<file path="config.mk">
export PLATFORM = sky130hd
export DESIGN_NAME = hsc_link_end_flat
export DESIGN_NICKNAME = d
export VERILOG_FILES = /design/src/design/hsc_pkg.sv /design/src/design/hsc_if.sv /design/src/design/hsc_link_end.sv /design/src/flat_wrapper.sv
export VERILOG_INCLUDE_DIRS = /design/src /design/src/design
export SDC_FILE = /design/constraint.sdc
export NUM_CORES = 1
export LEC_CHECK = 0
export ABC_AREA = 1
export BUFFER_PORTS_ARGS = -buffer_cell sky130_fd_sc_hd__buf_4
export CORE_UTILIZATION = 58
export DETAILED_ROUTE_END_ITERATION = 12
export GPL_TIMING_DRIVEN = 1
export PLACE_DENSITY = 0.79
export SETUP_SLACK_MARGIN = 0.4
export SYNTH_ARGS = -nofsm -noshare
export SYNTH_HDL_FRONTEND = slang
export SYNTH_SLANG_ARGS = --single-unit
</file>
<file path="constraint.sdc">
create_clock -name sys_clk -period 1.8 [get_ports sys_clk]
set_input_delay 0.36 -clock sys_clk [delete_from_list [all_inputs] [get_ports sys_clk]]
set_output_delay 0.36 -clock sys_clk [all_outputs]
set_load 0.005 [all_outputs]
</file>
<file path="src/design/hsc_consts.svh">
// hsc_consts.svh: named constants of the chirp handshake, both ends
// assumes: included by bare name; definitions only
`ifndef HSC_CONSTS_SVH
`define HSC_CONSTS_SVH

// line condition encodings {dm, dp}
`define HSC_LINE_SE0 2'h0
`define HSC_LINE_J 2'h1
`define HSC_LINE_K 2'h2
`define HSC_LINE_SE1 2'h3

// operational select modes
`define HSC_OPSEL_NORMAL 2'h0
`define HSC_OPSEL_NON_DRIVING 2'h1
`define HSC_OPSEL_RAW 2'h2

// speed and termination selects
`define HSC_SPEED_FS 1'h0
`define HSC_SPEED_HS 1'h1
`define HSC_TERM_HS 1'h0
`define HSC_TERM_FS 1'h1

// timing in output-clock cycles
`define HSC_CHIRP_CYC 66000
`define HSC_FILT_CYC 165
`define HSC_CHIRP_PAIRS 6
// no-chirp timeout: 2.0 ms at 60 MHz nominal output clock
`define HSC_FS_TIMEOUT_US 2000
`define HSC_OUTCLK_MHZ 60
`define HSC_FS_TIMEOUT_CYC (`HSC_FS_TIMEOUT_US * `HSC_OUTCLK_MHZ)

// wake time of the output clock after leaving low power, at 40 MHz
`define HSC_SYS_MHZ 40
`define HSC_WAKE_US 5600
`define HSC_WAKE_CYC (`HSC_WAKE_US * `HSC_SYS_MHZ)

`define HSC_TX_ZERO 8'h00

`endif

</file>
<file path="src/design/hsc_pkg.sv">
// hsc_pkg: types shared by both ends of the chirp handshake
// assumes: hsc_consts.svh holds the numbers
package hsc_pkg;
    // gray codes along idle, chirp, listen, hs
    typedef enum logic [2:0] {
        HSC_ST_IDLE = 3'h0,
        HSC_ST_CHIRP = 3'h1,
        HSC_ST_LISTEN = 3'h3,
        HSC_ST_HS = 3'h2,
        HSC_ST_FS = 3'h6,
        HSC_ST_SUSP = 3'h7,
        HSC_ST_WAKE = 3'h5
    } hsc_state_t;
endpackage

</file>
<file path="src/design/hsc_if.sv">
// hsc_if: parallel control interface between transceiver and link
// assumes: both ends on sys_clk; phy_clk_en stands for the output clock
`timescale 1ns/100ps
`default_nettype none
interface hsc_if;
    logic [1:0] bus_line_condition;
    logic phy_clk_en;
    logic low_power_request_n;
    logic [1:0] operational_select;
    logic speed_select;
    logic termination_select;
    logic [7:0] tx_data;
    logic tx_valid;

    modport link (
        input bus_line_condition, phy_clk_en,
        output low_power_request_n, operational_select, speed_select,
        output termination_select, tx_data, tx_valid
    );
    modport phy (
        output bus_line_condition, phy_clk_en,
        input low_power_request_n, operational_select, speed_select,
        input termination_select, tx_data, tx_valid
    );
endinterface
`default_nettype wire

</file>
<file path="src/design/hsc_link_end.sv">
// hsc_link_end: link end of the high-speed chirp handshake
// assumes: transceiver end on the same sys_clk; bus reset detection and
// suspend decision come from neighbouring link logic
//
// Contract
// - chirp uses raw mode, high speed, zero data
// - chirp at least 1 ms, ends by 7 ms
// - chirp held 66000 output clock cycles
// - chirp starts soon after handshake begins
// - high-speed termination only after six chirps
// - switch to high speed within 500 us
// - no chirps: fall back to full speed
// - line condition steps validation, chirp tally kept
// - chirp valid after 165 steady cycles
// - transceiver reports the line unfiltered
// - upstream chirp starts within 100 us
// - upstream chirp states last 40-60 us
// - upstream stops chirps before reset ends
// - reset lasts at least 10 ms
// - handshake may start 4 ms late
// - J to SE0 in suspend wakes combinatorially
// - no output clock until usable
// - first output clock within 5.6 ms
// - from suspend, chirp after first clock edge
// - output clock nominal within 20 ms
// - raw mode is operational select 10
`timescale 1ns/100ps
`default_nettype none
`include "hsc_consts.svh"
module hsc_link_end
    import hsc_pkg::*;
#(
    parameter int CHIRP_CYC = `HSC_CHIRP_CYC,
    parameter int FILT_CYC = `HSC_FILT_CYC,
    parameter int FS_TIMEOUT_CYC = `HSC_FS_TIMEOUT_CYC
) (
    // clock and reset
    input wire logic sys_clk,
    input wire logic rstn,
    // transceiver side
    hsc_if.link phy,
    // user side
    input wire logic bus_reset_seen,
    input wire logic suspend_req,
    output logic handshake_busy,
    output logic hs_mode,
    output logic fs_fallback,
    output logic [2:0] chirp_tally
);
    initial begin
        if (CHIRP_CYC < 1 || CHIRP_CYC > 131071 || FS_TIMEOUT_CYC < 1
            || FS_TIMEOUT_CYC > 131071 || FILT_CYC < 2
            || FILT_CYC > 255) begin
            $error("hsc_link_end: bad parameter");
        end
    end

    ////////////////////////////////////////////////////////////////////
    hsc_state_t state_q;
    hsc_state_t state_d;
    logic [16:0] cnt_q;
    logic [7:0] filt_q;
    logic [1:0] line_q;
    logic [2:0] tally_q;
    logic prev_j_q;
    logic chirp_done;
    logic listen_timeout;
    logic chirp_hit;
    logic hit_expected;
    logic wake_evt;
    logic [1:0] expect_line;

    ////////////////////////////////////////////////////////////////////
    // suspend wake: a J followed by SE0 drops the request at once,
    // the output clock is not running so a clocked path would stall
    always_ff @(posedge sys_clk or negedge rstn) begin
        if (!rstn) begin
            prev_j_q <= 1'b0;
        end else begin
            prev_j_q <= phy.bus_line_condition == `HSC_LINE_J;
        end
    end
    assign wake_evt = state_q == HSC_ST_SUSP && prev_j_q
        && phy.bus_line_condition == `HSC_LINE_SE0;
    assign phy.low_power_request_n = state_q != HSC_ST_SUSP
        || wake_evt;

    ////////////////////////////////////////////////////////////////////
    // line sampled on every output clock edge
    always_ff @(posedge sys_clk or negedge rstn) begin
        if (!rstn) begin
            line_q <= `HSC_LINE_SE0;
        end else if (phy.phy_clk_en) begin
            line_q <= phy.bus_line_condition;
        end
    end

    // duration filter; restarts on any change of line condition
    always_ff @(posedge sys_clk or negedge rstn) begin
        if (!rstn) begin
            filt_q <= 8'h00;
        end else if (state_q != HSC_ST_LISTEN) begin
            filt_q <= 8'h00;
        end else if (phy.phy_clk_en) begin
            if (phy.bus_line_condition != line_q) begin
                filt_q <= 8'h00;
            end else if (filt_q != 8'(FILT_CYC - 1)) begin
                filt_q <= filt_q + 8'h01;
            end
        end
    end
    // one pulse when a state has stood for the full filter time
    assign chirp_hit = state_q == HSC_ST_LISTEN && phy.phy_clk_en
        && phy.bus_line_condition == line_q
        && filt_q == 8'(FILT_CYC - 2);

    ////////////////////////////////////////////////////////////////////
    // chirp tally: expects K first, then alternating J and K
    assign expect_line = tally_q[0] ? `HSC_LINE_J : `HSC_LINE_K;
    assign hit_expected = chirp_hit && line_q == expect_line;
    always_ff @(posedge sys_clk or negedge rstn) begin
        if (!rstn) begin
            tally_q <= 3'h0;
        end else if (state_q != HSC_ST_LISTEN) begin
            tally_q <= 3'h0;
        end else if (hit_expected) begin
            tally_q <= tally_q + 3'h1;
        end else if (chirp_hit && line_q == `HSC_LINE_K) begin
            // out of order K restarts the sequence on itself
            tally_q <= 3'h1;
        end else if (chirp_hit) begin
            tally_q <= 3'h0;
        end
    end
    assign chirp_tally = tally_q;

    ////////////////////////////////////////////////////////////////////
    // one counter shared by chirp length and listen timeout,
    // counted in output clock cycles so a fast clock still gives 1 ms
    always_ff @(posedge sys_clk or negedge rstn) begin
        if (!rstn) begin
            cnt_q <= 17'h0_0000;
        end else if (state_q != state_d) begin
            cnt_q <= 17'h0_0000;
        end else if (phy.phy_clk_en) begin
            cnt_q <= cnt_q + 17'h0_0001;
        end
    end
    assign chirp_done = phy.phy_clk_en
        && cnt_q == 17'(CHIRP_CYC - 1);
    assign listen_timeout = phy.phy_clk_en
        && cnt_q == 17'(FS_TIMEOUT_CYC - 1);

    ////////////////////////////////////////////////////////////////////
    always_comb begin
        state_d = state_q;
        unique case (state_q)
            HSC_ST_IDLE, HSC_ST_HS, HSC_ST_FS: begin
                if (suspend_req) begin
                    state_d = HSC_ST_SUSP;
                end else if (bus_reset_seen) begin
                    // timing runs from handshake start, late starts fit
                    state_d = HSC_ST_CHIRP;
                end
            end
            HSC_ST_SUSP: begin
                if (wake_evt) begin
                    state_d = HSC_ST_WAKE;
                end else if (!suspend_req) begin
                    state_d = HSC_ST_IDLE;
                end
            end
            HSC_ST_WAKE: begin
                // first clock edge after wake starts the chirp
                if (phy.phy_clk_en) begin
                    state_d = HSC_ST_CHIRP;
                end
            end
            HSC_ST_CHIRP: begin
                if (chirp_done) begin
                    state_d = HSC_ST_LISTEN;
                end
            end
            HSC_ST_LISTEN: begin
                if (hit_expected
                    && tally_q == 3'(`HSC_CHIRP_PAIRS - 1)) begin
                    state_d = HSC_ST_HS;
                end else if (listen_timeout) begin
                    state_d = HSC_ST_FS;
                end
            end
            default: begin
                state_d = HSC_ST_IDLE;
            end
        endcase
    end

    always_ff @(posedge sys_clk or negedge rstn) begin
        if (!rstn) begin
            state_q <= HSC_ST_IDLE;
        end else begin
            state_q <= state_d;
        end
    end

    ////////////////////////////////////////////////////////////////////
    // transceiver controls follow the next state, no extra latency
    always_ff @(posedge sys_clk or negedge rstn) begin
        if (!rstn) begin
            phy.operational_select <= `HSC_OPSEL_NORMAL;
            phy.speed_select <= `HSC_SPEED_FS;
            phy.termination_select <= `HSC_TERM_FS;
            phy.tx_valid <= 1'b0;
        end else begin
            unique case (state_d)
                HSC_ST_CHIRP: begin
                    phy.operational_select <= `HSC_OPSEL_RAW;
                    phy.speed_select <= `HSC_SPEED_HS;
                    phy.termination_select <= `HSC_TERM_FS;
                    phy.tx_valid <= 1'b1;
                end
                HSC_ST_LISTEN: begin
                    // keep high-speed receiver on to watch the line
                    phy.operational_select <= `HSC_OPSEL_RAW;
                    phy.speed_select <= `HSC_SPEED_HS;
                    phy.termination_select <= `HSC_TERM_FS;
                    phy.tx_valid <= 1'b0;
                end
                HSC_ST_HS: begin
                    // pull-up off, hs terms on, then wait for reset end
                    phy.operational_select <= `HSC_OPSEL_NORMAL;
                    phy.speed_select <= `HSC_SPEED_HS;
                    phy.termination_select <= `HSC_TERM_HS;
                    phy.tx_valid <= 1'b0;
                end
                default: begin
                    // also covers the no-chirp fallback
                    phy.operational_select <= `HSC_OPSEL_NORMAL;
                    phy.speed_select <= `HSC_SPEED_FS;
                    phy.termination_select <= `HSC_TERM_FS;
                    phy.tx_valid <= 1'b0;
                end
            endcase
        end
    end
    // upstream chirp timing and stop point are its own business;
    // the filter above only needs each state to last 165 output clock cycles, 2.75 us at 60 MHz
    assign phy.tx_data = `HSC_TX_ZERO;

    ////////////////////////////////////////////////////////////////////
    always_ff @(posedge sys_clk or negedge rstn) begin
        if (!rstn) begin
            handshake_busy <= 1'b0;
            hs_mode <= 1'b0;
            fs_fallback <= 1'b0;
        end else begin
            handshake_busy <= state_d == HSC_ST_CHIRP
                || state_d == HSC_ST_LISTEN || state_d == HSC_ST_WAKE;
            hs_mode <= state_d == HSC_ST_HS;
            fs_fallback <= state_d == HSC_ST_FS;
        end
    end
endmodule // hsc_link_end
`default_nettype wire

</file>
<file path="src/flat_wrapper.sv">
// flat-port wrapper written by rule: the top's interface ports become plain ports
module hsc_link_end_flat import hsc_pkg::*;
#(
    parameter int CHIRP_CYC = `HSC_CHIRP_CYC,
    parameter int FILT_CYC = `HSC_FILT_CYC,
    parameter int FS_TIMEOUT_CYC = `HSC_FS_TIMEOUT_CYC
)
  (sys_clk, rstn, bus_reset_seen, suspend_req, handshake_busy, hs_mode, fs_fallback, chirp_tally, phy_bus_line_condition, phy_phy_clk_en, phy_low_power_request_n, phy_operational_select, phy_speed_select, phy_termination_select, phy_tx_data, phy_tx_valid);
  hsc_if phy_i ();
  input wire logic sys_clk;
  input wire logic rstn;
  input wire logic bus_reset_seen;
  input wire logic suspend_req;
  output logic handshake_busy;
  output logic hs_mode;
  output logic fs_fallback;
  output logic [2:0] chirp_tally;
  input wire logic [$bits(phy_i.bus_line_condition)-1:0] phy_bus_line_condition;
  input wire logic [$bits(phy_i.phy_clk_en)-1:0] phy_phy_clk_en;
  output wire logic [$bits(phy_i.low_power_request_n)-1:0] phy_low_power_request_n;
  output wire logic [$bits(phy_i.operational_select)-1:0] phy_operational_select;
  output wire logic [$bits(phy_i.speed_select)-1:0] phy_speed_select;
  output wire logic [$bits(phy_i.termination_select)-1:0] phy_termination_select;
  output wire logic [$bits(phy_i.tx_data)-1:0] phy_tx_data;
  output wire logic [$bits(phy_i.tx_valid)-1:0] phy_tx_valid;
  assign phy_i.bus_line_condition = phy_bus_line_condition;
  assign phy_i.phy_clk_en = phy_phy_clk_en;
  assign phy_low_power_request_n = phy_i.low_power_request_n;
  assign phy_operational_select = phy_i.operational_select;
  assign phy_speed_select = phy_i.speed_select;
  assign phy_termination_select = phy_i.termination_select;
  assign phy_tx_data = phy_i.tx_data;
  assign phy_tx_valid = phy_i.tx_valid;
  hsc_link_end #(.CHIRP_CYC(CHIRP_CYC), .FILT_CYC(FILT_CYC), .FS_TIMEOUT_CYC(FS_TIMEOUT_CYC)) u_core (.sys_clk(sys_clk), .rstn(rstn), .phy(phy_i), .bus_reset_seen(bus_reset_seen), .suspend_req(suspend_req), .handshake_busy(handshake_busy), .hs_mode(hs_mode), .fs_fallback(fs_fallback), .chirp_tally(chirp_tally));
endmodule
</file>
# [After elaboration in Yosys (flattened, before gate mapping)]
# Cells that the tools add are included.
[classes] muxes=24 add_sub_neg=3 n_reduce_logical=23 n_eq_ne=24
[ops] cell="$mux 3" count=12
[ops] cell="$eq 17x17->1 const B" count=2
[ops] cell="$mux 17" count=2
[ops] cell="$mux 8" count=4
[ops] cell="$eq 3x3->1 const B" count=6
[ops] cell="$add 17x1->17 const B" count=1
[ops] cell="$pmux 3 s5" count=1
[ops] cell="$eq 3x2->1 const B" count=4
[ops] cell="$logic_and 1x1->1" count=10
[ops] cell="$add 8x1->8 const B" count=1
[ops] cell="$eq 8x8->1 const B" count=1
[ops] cell="$ne 8x8->1 const B" count=1
[ops] cell="$eq 3x1->1 const B" count=2
[ops] cell="$reduce_or 3->1" count=2
[ops] cell="$eq 2x2->1" count=2
[ops] cell="$mux 2" count=2
[ops] cell="$reduce_bool 2->1" count=2
[ops] cell="$reduce_bool 4->1" count=1
[ops] cell="$add 3x1->3 const B" count=1
[ops] cell="$logic_not 3->1" count=1
[ops] cell="$logic_or 1x1->1" count=3
[ops] cell="$mux 1" count=3
[ops] cell="$ne 3x2->1 const B" count=1
[ops] cell="$ne 3x3->1" count=1
[ops] cell="8 further kinds" count=8
[word_totals] in_bits=7 output_inout_bits=20 reg_bits=42 elab_cells=87

# [Depth between registers and ports, before layout]
# Gate-level depths: netlist (run 1).
[logic_depth] word_depth=11 mapped_depth=13 ltp_nobuf=12

# [Worst setup path after synthesis (run 1)]
# Ideal clock, no wire load.
[synth_path] path_type="reg2reg" startpoint="register u_core.state_q[0]" endpoint="register u_core.cnt_q[7]" synth_period_minus_slack_ns=1.670 path_stages_with_launch=13 setup_ns=0.122 setup_slack_ns=0.130 path_buffers=1 required_ns=1.678 arrival_time_ns=1.548 path_cell_list="dfrtp_1 -> nand2_2 -> nor2_8 -> nand2_4 -> nor2_4 -> nand3_2 -> nand2_2 -> nand2_2 -> nand2_1 -> nand2_2 -> nand3_4 -> buf_12 -> nor2_2"
[synth_between] elab_chain_cells=10 word_cells_on_any_way=27 cone_classes="eq/ne (7); mux (10); reduce/logical (10)"
[synth_lines] item="start, declared" line="hsc_link_end.sv:59" source="hsc_state_t state_q;"
[synth_lines] item="start signal, assigned" line="hsc_link_end.sv:202" source="state_q <= state_d;"
[synth_lines] item="$eq 3x2->1" line="hsc_link_end.sv:113, hsc_link_end.sv:157"
[synth_lines] item="$logic_and 1x1->1" line="hsc_link_end.sv:113" source="assign chirp_hit = state_q == HSC_ST_LISTEN && phy.phy_clk_en"
[synth_lines] item="$logic_and 1x1->1" line="hsc_link_end.sv:114" source="&& phy.bus_line_condition == line_q"
[synth_lines] item="$logic_and 1x1->1" line="hsc_link_end.sv:115" source="&& filt_q == 8'(FILT_CYC - 2);"
[synth_lines] item="$logic_and 1x1->1" line="hsc_link_end.sv:120" source="assign hit_expected = chirp_hit && line_q == expect_line;"
[synth_lines] item="$logic_and 1x1->1" line="hsc_link_end.sv:185" source="if (hit_expected"
[synth_lines] item="$mux 3" line="hsc_link_end.sv:185"
[synth_lines] item="$pmux 3 s5 (*)" line="hsc_link_end.sv:157" source="unique case (state_q)"
[synth_lines] item="net u_core.state_d[2]" line="hsc_link_end.sv:60" source="hsc_state_t state_d;"
[synth_lines] item="$ne 3x3->1 (*)" line="hsc_link_end.sv:143" source="end else if (state_q != state_d) begin"
[synth_lines] item="$mux 17 / $reduce_bool 2->1 (equally long branches)"
[synth_lines] item="end signal, assigned" line="hsc_link_end.sv:146" source="cnt_q <= cnt_q + 17'h0_0001;"
[synth_lines] item="end, declared" line="hsc_link_end.sv:61" source="logic [16:0] cnt_q;"
# Mark *: on every way through the listed nets, which the timed path passes. The rest lies on a longest branch.
# A chain may end at the register's enable or synchronous reset.

# [Worst setup path in the final report (run 1)]
[layout_path] startpoint="register u_core.tally_q[1], in the netlist u_core.chirp_tally[1]" endpoint="register u_core.cnt_q[3]"
[layout_between] elab_chain_cells=6 word_cells_on_any_way=7 cone_classes="eq/ne (2); mux (3); reduce/logical (2)"
[layout_lines] item="start, declared" line="hsc_link_end.sv:64" source="logic [2:0] tally_q;"
[layout_lines] item="start signal, assigned" line="hsc_link_end.sv:127" source="tally_q <= tally_q + 3'h1;"
[layout_lines] item="$eq 3x3->1 (*)" line="hsc_link_end.sv:186" source="&& tally_q == 3'(`HSC_CHIRP_PAIRS - 1)) begin"
[layout_lines] item="$logic_and 1x1->1 (*)" line="hsc_link_end.sv:185"
[layout_lines] item="$mux 3 (*)" line="hsc_link_end.sv:185"
[layout_lines] item="$pmux 3 s5 (*)" line="hsc_link_end.sv:157"
[layout_lines] item="$ne 3x3->1 (*)" line="hsc_link_end.sv:143"
[layout_lines] item="$mux 17 / $reduce_bool 2->1 (equally long branches)"
# Mark *: on every way between the ends. The rest lies on a longest branch, timed or not.

==> metrics.cfg, run 1 <==
[logic_synthesis]
syn_area_per_cell_um2=7.77
ys_ff_latch=41
yosysTopAreaCellShare=0.405
yosys.area.top_type=dfrtp_1
synth_warnings=0
synth.distinct_cells=34
yosys-top-cells-area=dfrtp_1 (40%), nand2_1 (8.4%), inv_1 (7.4%), nor2_1 (7.0%), nand3_1 (5.3%)
syn_inst=318
synth_seq_area_share=0.415
syn-cell-area_um2=2470

[die]
core_region_area_um2=4060
die_width_um=67.3
ios=27
die-height_um=67.3
die_area_um2=4530
row_count=23
initial_utilization=0.609

[worst_setup_path]
end_kind=flop
reg2reg_depth=11
worstPathCellList=inv_1 -> ha_1 -> nand2_1 -> a21oi_2 -> nand3_2 -> nand2_2 -> nand3_1 -> nand2_1 -> nand3_4 -> buf_12 -> nor2_1
cp_slowest_cell=dfrtp_1
r2r_setup_slack_ps=-60
cp_data_arrival_time_ps=2090
worstPathMaxFanout=9
cp_top_family=simple AND/OR/NAND/NOR gates
slowest_delay_ps=430
crit_required_ps=2020
path_class=reg2reg
r2r-end=u_core.cnt_q[3]
r2r-start=u_core.chirp_tally[1]
cp-start-kind=flop
crit_path_frequent_cell=nand2_1
path_buf_inv=2

[power_and_ir_drop]
switchingPower_mw=1.58
p_per_area_nw_per_um2=1220
seqPwrFrac=0.281
power.leakage_nw=1.55
finalPower_mw=4.12
clkPwrFrac=0.216
peakVddDrop_uv=739
comb_power_share=0.503
power.internal_mw=2.54
switching_share=0.383

[timing]
skew_ps=10.5
period_minus_slack_ps=1860
worstMarginPinSlew_ps=519
rsz0062_at_grt=yes
slew_violations=0
hold_violations=0
setup_viol_count_final=17
fmax_mhz=536
max_slew_margin=0.654
fin_crit_sh=1.04
tns_ps=-811
layout_setup_ws_ps=-64.9

[routing]
first_iter_violations=194
wl_mm=6.93
num_vias=2405
dr_wl_met3_um=436
drt_pre_antenna_iters=5
wire_per_inst_um=16.2
drcViolationCount=0
wl_met2_mm=3.49
drt-met1-wl_mm=2.81
postRouteAntennaNets=0
top_layer=met4
via_per_inst=5.62

[finish]
fillCellCount=212
fin_util=0.832
final_area_um2=3380
fin_nets=389
n_antenna_cell=0
syn_to_final_growth_pct=36.6
drive_gt1_frac=0.384
layout_commonest_cell=nand2_1
mostFrequentLayoutCells=nand2_1 (47), buf_4 (46), inv_1 (40), dfrtp_1 (39), nor2_1 (35)

[global_routing]
grt_pass1_wl_mm=9.03
grt_use_total=0.267
grt_max_degree=42
first_global_vias=2028
antenna_found_initial=0
grt_overflow=0

[placed_design]
dpl_cell_area_um2=2750
io_buffer_count=17
gp_congestion=0.919
hpwl_mm=3.58

[clock_tree]
clk_latency_ps=300
clock_tree.root_cell=clkbuf_8
numClockSinks=41
clkTransAtPathRegs_ps=90
cts_tree=built
cts_buffer_depth=2
h-tree-depth=2
cts_buffers=5
hold_buffers=0

[outcome]
violations=negative setup slack
status=finished, violations left

[worst_hold_path]
hp-class=in2async

[job]
cap_violations=0

[metal layers]
layer,vias to the layer above,track usage
met4,0,0.0984
met2,127,0.441
met5,-,0
met3,26,0.0574
met1,1143,0.341
li1,1109,-
[cells by family (layout without fill, tap and decap cells)]
kind of cell,after synthesis,in the layout,synth area share
multiplexers,1,1,0.00405
other,1,9,0.00152
AND/OR/NAND/NOR,163,163,0.316
buffers and inverters,62,114,0.116
flip-flops,41,41,0.415
AO/OA/AOI/OAI,32,32,0.0754
XOR/XNOR,13,13,0.0461
adder cells (fa/ha/maj),5,5,0.0253
[flip-flops by register name, indices dropped and copies added (netlist names)]
register / count
u_core.chirp_tally: 3
u_core.cnt_q: 17
u_core.filt_q: 8
u_core.fs_fallback: 1
u_core.handshake_busy: 1
u_core.hs_mode: 1
u_core.line_q: 2
u_core.phy.operational_select: 1
u_core.phy.speed_select: 1
u_core.phy.termination_select: 1
u_core.phy.tx_valid: 1
u_core.prev_j_q: 1
u_core.state_q: 3
[power groups by stage]
| stage | registers [mW] | logic, mW | clock network [mW] |
|---|---|---|---|
| 6_report | 1.16 | 2.07 | 0.888 |
| 5_1_grt | 1.17 | 2.19 | 0.932 |
| 4_1_cts | 1.14 | 1.50 | 0.893 |
| 3_5_place_dp | 1.16 | 1.26 | 0 |
| 3_3_place_gp | 1.15 | 1.24 | 0 |
| 2_1_floorplan | 1.17 | 0.809 | 0 |
[synth_stat cells (all sizes together)]
cell    instances
a21boi          2
a21oi           8
a22oi           2
a311oi          1
buf            12
conb            1
dfrtp          40
dfstp           1
ha              5
inv            50
mux2i           1
nand2          61
nand3          28
nand3b          2
nand4          10
nor2           58
nor3            4
o211ai          1
o21ai          15
o21bai          1
o32ai           2
xnor2           2
xor2           11
[metrics by stage]
step | hold slack [ps] | setup WS, ps | cells
2_1_floorplan | 64.4 | 130 | 326
3_3_place_gp | 368 | 78.1 | 398
3_5_place_dp | 372 | -41.3 | 398
4_1_cts | 47.5 | 87.1 | 417
5_1_grt | 63.9 | -130 | 428
6_report | 31.8 | -64.9 | 428
[worst max-delay path by stage]
| stage | depth (start not counted) | to | from |
|---|---|---|---|
| 2_1_floorplan | 12 | u_core.cnt_q[7] | u_core.state_q[0] |
| 3_3_place_gp | 13 | u_core.cnt_q[4] | u_core.cnt_q[0] |
| 3_5_place_dp | 10 | u_core.cnt_q[5] | u_core.state_q[2] |
| 4_1_cts | 11 | u_core.cnt_q[4] | u_core.line_q[0] |
| 5_1_grt | 10 | u_core.cnt_q[3] | u_core.filt_q[0] |
| 6_report | 11 | u_core.cnt_q[3] | u_core.chirp_tally[1] |
[repair_timing]
action	CTS	global route
resized for setup	33	59
pin swaps	4	11
setup endpoints to repair	38	39
buffers inserted	10	10
cloned	1	1
[cell type report]
| type | instances | area [um2] | share of cell area |
|---|---|---|---|
| Timing Repair Buffer | 56 | 480 | 0.142 |
| Clock inverter | 3 | 65.1 | 0.0193 |
| Clock buffer | 5 | 68.8 | 0.0204 |
| Inverter | 50 | 200 | 0.0593 |
| Sequential cell | 41 | 1030 | 0.305 |
| Multi-Input combinational cell | 223 | 1470 | 0.436 |
| Tap cell | 50 | 62.6 | 0.0185 |
Note: power is estimated with default switching activity, not from simulation.
==> run 2: changes to the inputs <==
--- a/config.mk
+++ b/config.mk
@@ -8,10 +8,12 @@
 export LEC_CHECK = 0
 export ABC_AREA = 1
 export BUFFER_PORTS_ARGS = -buffer_cell sky130_fd_sc_hd__buf_4
+export CORE_MARGIN = 3
 export CORE_UTILIZATION = 58
 export DETAILED_ROUTE_END_ITERATION = 12
 export GPL_TIMING_DRIVEN = 1
-export PLACE_DENSITY = 0.79
+export PLACE_DENSITY = 0.86
+export REMOVE_ABC_BUFFERS = 1
 export SETUP_SLACK_MARGIN = 0.4
 export SYNTH_ARGS = -nofsm -noshare
 export SYNTH_HDL_FRONTEND = slang
==> run 2 against run 1 <==
Net effect: register-to-register slack got worse by 50 ps; the run still ends with negative setup slack left; design area decreased by 0.22%; utilization decreased by 0.19 points; largest power group unchanged; routed wire length increased by 26%; critical path type unchanged.
==> metrics.cfg, run 2 (synthesis results as in run 1) <==
[outcome]
violations=negative setup slack
status=finished, violations left

[finish]
final_cells=428
largest_reg_flops=17
syn_to_final_growth_pct=36.3
final_area_um2=3370
drive_gt1_frac=0.392
seq_area_um2=1030
fin_nets=389
multi_input_area_um2=1470
top_regs=u_core.cnt_q: 17 flops, u_core.filt_q: 8 flops
largest-register=u_core.cnt_q
fillCellCount=183
layout_commonest_cell=nand2_1
n_antenna_cell=0
mostFrequentLayoutCells=nand2_1 (45), buf_4 (43), inv_1 (40), dfrtp_1 (36), nor2_1 (33)

[timing]
fmax_mhz=521
layout_setup_ws_ps=-119
skew_ps=11.8
whs_ps=29.8
hold_violations=0
slew_violations=0
worstMarginPinSlew_ps=531
max_slew_margin=0.646
fin_crit_sh=1.07
setup_viol_count_final=18
period_minus_slack_ps=1920
rsz0062_at_grt=yes

[routing]
drcViolationCount=0
postRouteAntennaNets=0
first_iter_violations=335
wl_mm=8.76
wire_per_inst_um=20.5
num_vias=2679
drt_pre_antenna_iters=5
via_per_inst=6.26

[die]
core_region_area_um2=4060
row_count=23
die_width_um=71.3
die_area_um2=5080
ios=27
die-height_um=71.3
initial_utilization=0.609

[power_and_ir_drop]
power.leakage_nw=1.57
peakVddDrop_uv=704
p_per_area_nw_per_um2=1180

[worst_setup_path]
r2r-start=u_core.filt_q[0]
cp-start-kind=flop
slowest_delay_ps=430
worstPathMaxFanout=3
r2r-end=u_core.cnt_q[1]
end_kind=flop
r2r_setup_slack_ps=-120
worstPathCellList=ha_2 -> nand4_1 -> nor2_2 -> nand3_2 -> nand2_2 -> nand2_1 -> nor2_2 -> nand2_2 -> nand3_4 -> buf_6 -> nor2_4
cp_slowest_cell=dfrtp_1
cp_data_arrival_time_ps=2090
path_class=reg2reg
crit_required_ps=1980
startpoint=u_core.filt_q[0]
reg2reg_depth=11

[clock_tree]
clkTransAtPathRegs_ps=90
h-tree-depth=2
numClockSinks=41
cts_buffers=5
cts_buffer_depth=2
clk_latency_ps=300
cts_tree=built
clock_tree.root_cell=clkbuf_8

[worst_hold_path]
hp-class=in2async

[global_routing]
antenna_found_initial=0
first_global_vias=2358
grt_use_total=0.275
grt_overflow=0
grt_max_degree=42
grt_pass1_wl_mm=11.1

[placed_design]
place_ws_ps=-110
io_buffer_count=17
dpl_cell_area_um2=2640
gp_congestion=0.844
placed_cells=387
hpwl_mm=3.62

[job]
cap_violations=0

run 2: cell count changes in the layout (fill, tap and decap cells not counted), moves of 3 or more:
cell,delta
buf_4,-3
buf_6,+3
dfrtp_1,-3
dfrtp_2,+3
nand2_2,+3
nand2_8,-3
nor2_4,+3
run 2: how the worst max path moves through the flow:
| stage | slack [ps] | cells past startpoint | end |
|---|---|---|---|
| final | -120 | 11 | u_core.cnt_q[1] |
| after global routing | -170 | 11 | u_core.cnt_q[1] |
| after CTS | 120 | 12 | u_core.cnt_q[5] |
| after detailed placement | -110 | 9 | u_core.cnt_q[5] |
| after global placement | -30 | 9 | u_core.cnt_q[0] |
| after floorplan | -60 | 6 | u_core.filt_q[7] |
run 2: what timing repair did:
action,CTS,global route
hold buffers,0,0
resized for setup,35,66
buffers inserted,17,15
pin swaps,4,16
setup endpoints to repair,38,38
gates cloned,1,0
run 2: critical path: cells and delay by family (launching register included):
family                   cells  cell delay (ps)
AND/OR/NAND/NOR              9             1030
flip-flops                   1              430
adder cells (fa/ha/maj)      1              210
buffers and inverters        1              140
run 2: final cells by class:
cell class,instances,share of cell area
inverters,50,0.0572
multi-input cells,223,0.435
repair buffers,56,0.143
well taps,50,0.0186
clock inverters,3,0.0193
clock buffers,5,0.0204
flip-flops and latches,41,0.306
run 2: metal layers:
metal  up-vias  GRT usage  routed length, um
li1       1104          -                  -
met1      1262      0.342               3080
met2       234      0.451               4130
met3        79     0.0645                885
met4         0      0.129                663
met5         -          0                  0
run 2: power by group:
group / switching (mW) / total [mW] / internal (mW)
Combinational: 1.08 / 1.87 / 0.793
Sequential: 0.150 / 1.21 / 1.06
Clock: 0.345 / 0.896 / 0.551
run 2: through the flow:
stage,setup TNS (ps),power (mW),utilization
floorplan,-55.7,1.86,-
global route,-2810,4.11,0.830
finish,-1790,3.98,0.830
detailed placement,-1270,2.24,0.650
global placement,-294,2.21,0.650
CTS,0,3.48,0.743
==> run 3: changes to the inputs <==
--- a/config.mk
+++ b/config.mk
@@ -13,7 +13,6 @@
 export DETAILED_ROUTE_END_ITERATION = 12
 export GPL_TIMING_DRIVEN = 1
 export PLACE_DENSITY = 0.86
-export REMOVE_ABC_BUFFERS = 1
 export SETUP_SLACK_MARGIN = 0.4
 export SYNTH_ARGS = -nofsm -noshare
 export SYNTH_HDL_FRONTEND = slang
==> run 3 against run 2 <==
Net effect: clock power is 8.1% lower; critical path depth did not move; global-route usage up 2.4 points; die area unchanged; the run still ends with negative setup slack left; highest routed layer unchanged.
==> metrics.cfg, run 3 (synthesis results as in run 1) <==
[outcome]
status=finished, violations left
violations=negative setup slack

[worst_setup_path]
end_kind=flop
r2r_setup_slack_ps=-320
r2r-start=u_core.chirp_tally[0]
r2r-end=u_core.cnt_q[6]
cp_data_arrival_time_ps=2330
cp-start-kind=flop
worstPathMaxFanout=6
path_class=reg2reg
setup.worst_path.end=u_core.cnt_q[6]
startpoint=u_core.chirp_tally[0]
crit_required_ps=2010
reg2reg_depth=11

[global_routing]
grt_max_degree=42
antenna_found_initial=0
grt_use_met3=0.0757
gr-usage-met1=0.352
grt_overflow=0
grt_pass1_wl_mm=11.9
grt_use_total=0.298
first_global_vias=2509
grtUsageMet2=0.504
busiest_layer=met2

[power_and_ir_drop]
power.leakage_nw=1.65
peakVddDrop_uv=797
p_per_area_nw_per_um2=1290

[clock_tree]
h-tree-depth=2
hold_buffers=0
numClockSinks=41
cts_buffer_depth=2
clock_tree.root_cell=clkbuf_8
clk_latency_ps=320
cts_tree=built
cts_buffers=5
clkTransAtPathRegs_ps=100

[finish]
n_antenna_cell=0
top_regs=u_core.cnt_q: 17 flops, u_core.filt_q: 8 flops
largest_reg_flops=17
drive_gt1_frac=0.455
fillCellCount=131
fin_nets=402
final_area_um2=3620
multi_input_area_um2=1580
layout_commonest_cell=buf_4
largest-register=u_core.cnt_q
mostFrequentLayoutCells=buf_4 (53), nand2_1 (40), inv_1 (39), dfrtp_1 (35), nor2_1 (28)
seq_area_um2=1030
syn_to_final_growth_pct=46.3

[placed_design]
dpl_cell_area_um2=2710
hpwl_mm=3.78
gp_congestion=0.830
place_ws_ps=-135
io_buffer_count=17

[die]
die_width_um=71.3
initial_utilization=0.609
die_area_um2=5080
core_region_area_um2=4060
row_count=23
die-height_um=71.3
ios=27

[timing]
worstMarginPinSlew_ps=546
fmax_mhz=471
fin_crit_sh=1.18
setup_viol_count_final=26
slew_violations=0
rsz0062_at_grt=yes
hold_violations=0
max_slew_margin=0.636
period_minus_slack_ps=2120
layout_setup_ws_ps=-323
skew_ps=20.7
whs_ps=11.7

[job]
cap_violations=0

[routing]
drt_pre_antenna_iters=7
via_per_inst=6.97
num_vias=3073
postRouteAntennaNets=0
wl_mm=11.1
wire_per_inst_um=25.2
drcViolationCount=0
first_iter_violations=464

[worst_hold_path]
hp-class=in2async

==> run 3: cell count changes in the layout (fill, tap and decap cells not counted), moves of 2 or more <==
| cell | delta |
|---|---|
| nor2_4 | +4 |
| o21ai_2 | +2 |
| nor2_1 | -5 |
| nand2_4 | +3 |
| o21ai_0 | -3 |
| buf_4 | +10 |
| nand2_1 | -5 |
| nand3_1 | -3 |
| inv_2 | -2 |
| nand3_4 | +3 |
==> run 3: per-layer routing <==
metal	routed length [um]	up-vias
li1	-	1136
met1	3590	1386
met2	4830	412
met3	1650	139
met4	1040	0
met5	0	-
==> run 3: what timing repair did <==
item / CTS / global route
setup endpoints to repair: 38 / 39
gates cloned: 1 / 1
resized for setup: 56 / 78
pin swaps: 12 / 21
setup buffers: 18 / 19
==> run 3: cell type report <==
| cell class | instances | area share |
|---|---|---|
| repair buffers | 69 | 0.169 |
| multi-input cells | 223 | 0.438 |
| clock inverters | 2 | 0.0104 |
| inverters | 50 | 0.0567 |
| clock buffers | 6 | 0.0228 |
| flip-flops and latches | 41 | 0.286 |
| well taps | 50 | 0.0173 |
==> run 3: where the power goes <==
| part | internal [mW] | total (mW) | switching (mW) |
|---|---|---|---|
| registers | 1.06 | 1.20 | 0.143 |
| logic | 1.16 | 2.65 | 1.49 |
| clock network | 0.451 | 0.823 | 0.371 |
==> run 3: worst min-delay path by stage <==
stage	from	slack [ps]	to	cells past startpoint
6_report	rstn	10	u_core.hs_mode	1
5_1_grt	rstn	40	u_core.phy.tx_valid	1
4_1_cts	rstn	40	u_core.cnt_q[12]	1
3_5_place_dp	rstn	370	u_core.cnt_q[15]	1
3_3_place_gp	rstn	360	u_core.hs_mode	1
2_1_floorplan	rstn	60	u_core.chirp_tally[0]	0
==> run 3: critical path, stage by stage, from the launching register on <==
cell and delay [ps]:
dfrtp_2 460, inv_1 150, nand3_2 140, a21oi_2 240, nand3_4 140, nand2_4 100
nand2_1 70, nor2_1 210, nand2_2 130, nand3_4 150, buf_8 170, nor2_2 50
==> run 3: stage by stage <==
| stage | util | TNS (ps) | cells | total power, mW |
|---|---|---|---|---|
| after global routing | 0.891 | -8110 | 441 | 4.76 |
| after global placement | 0.667 | -358 | 394 | 2.28 |
| after floorplan | - | 0 | 326 | 1.97 |
| after detailed placement | 0.667 | -1640 | 394 | 2.32 |
| final | 0.891 | -5520 | 441 | 4.68 |
| after CTS | 0.776 | 0 | 421 | 3.60 |
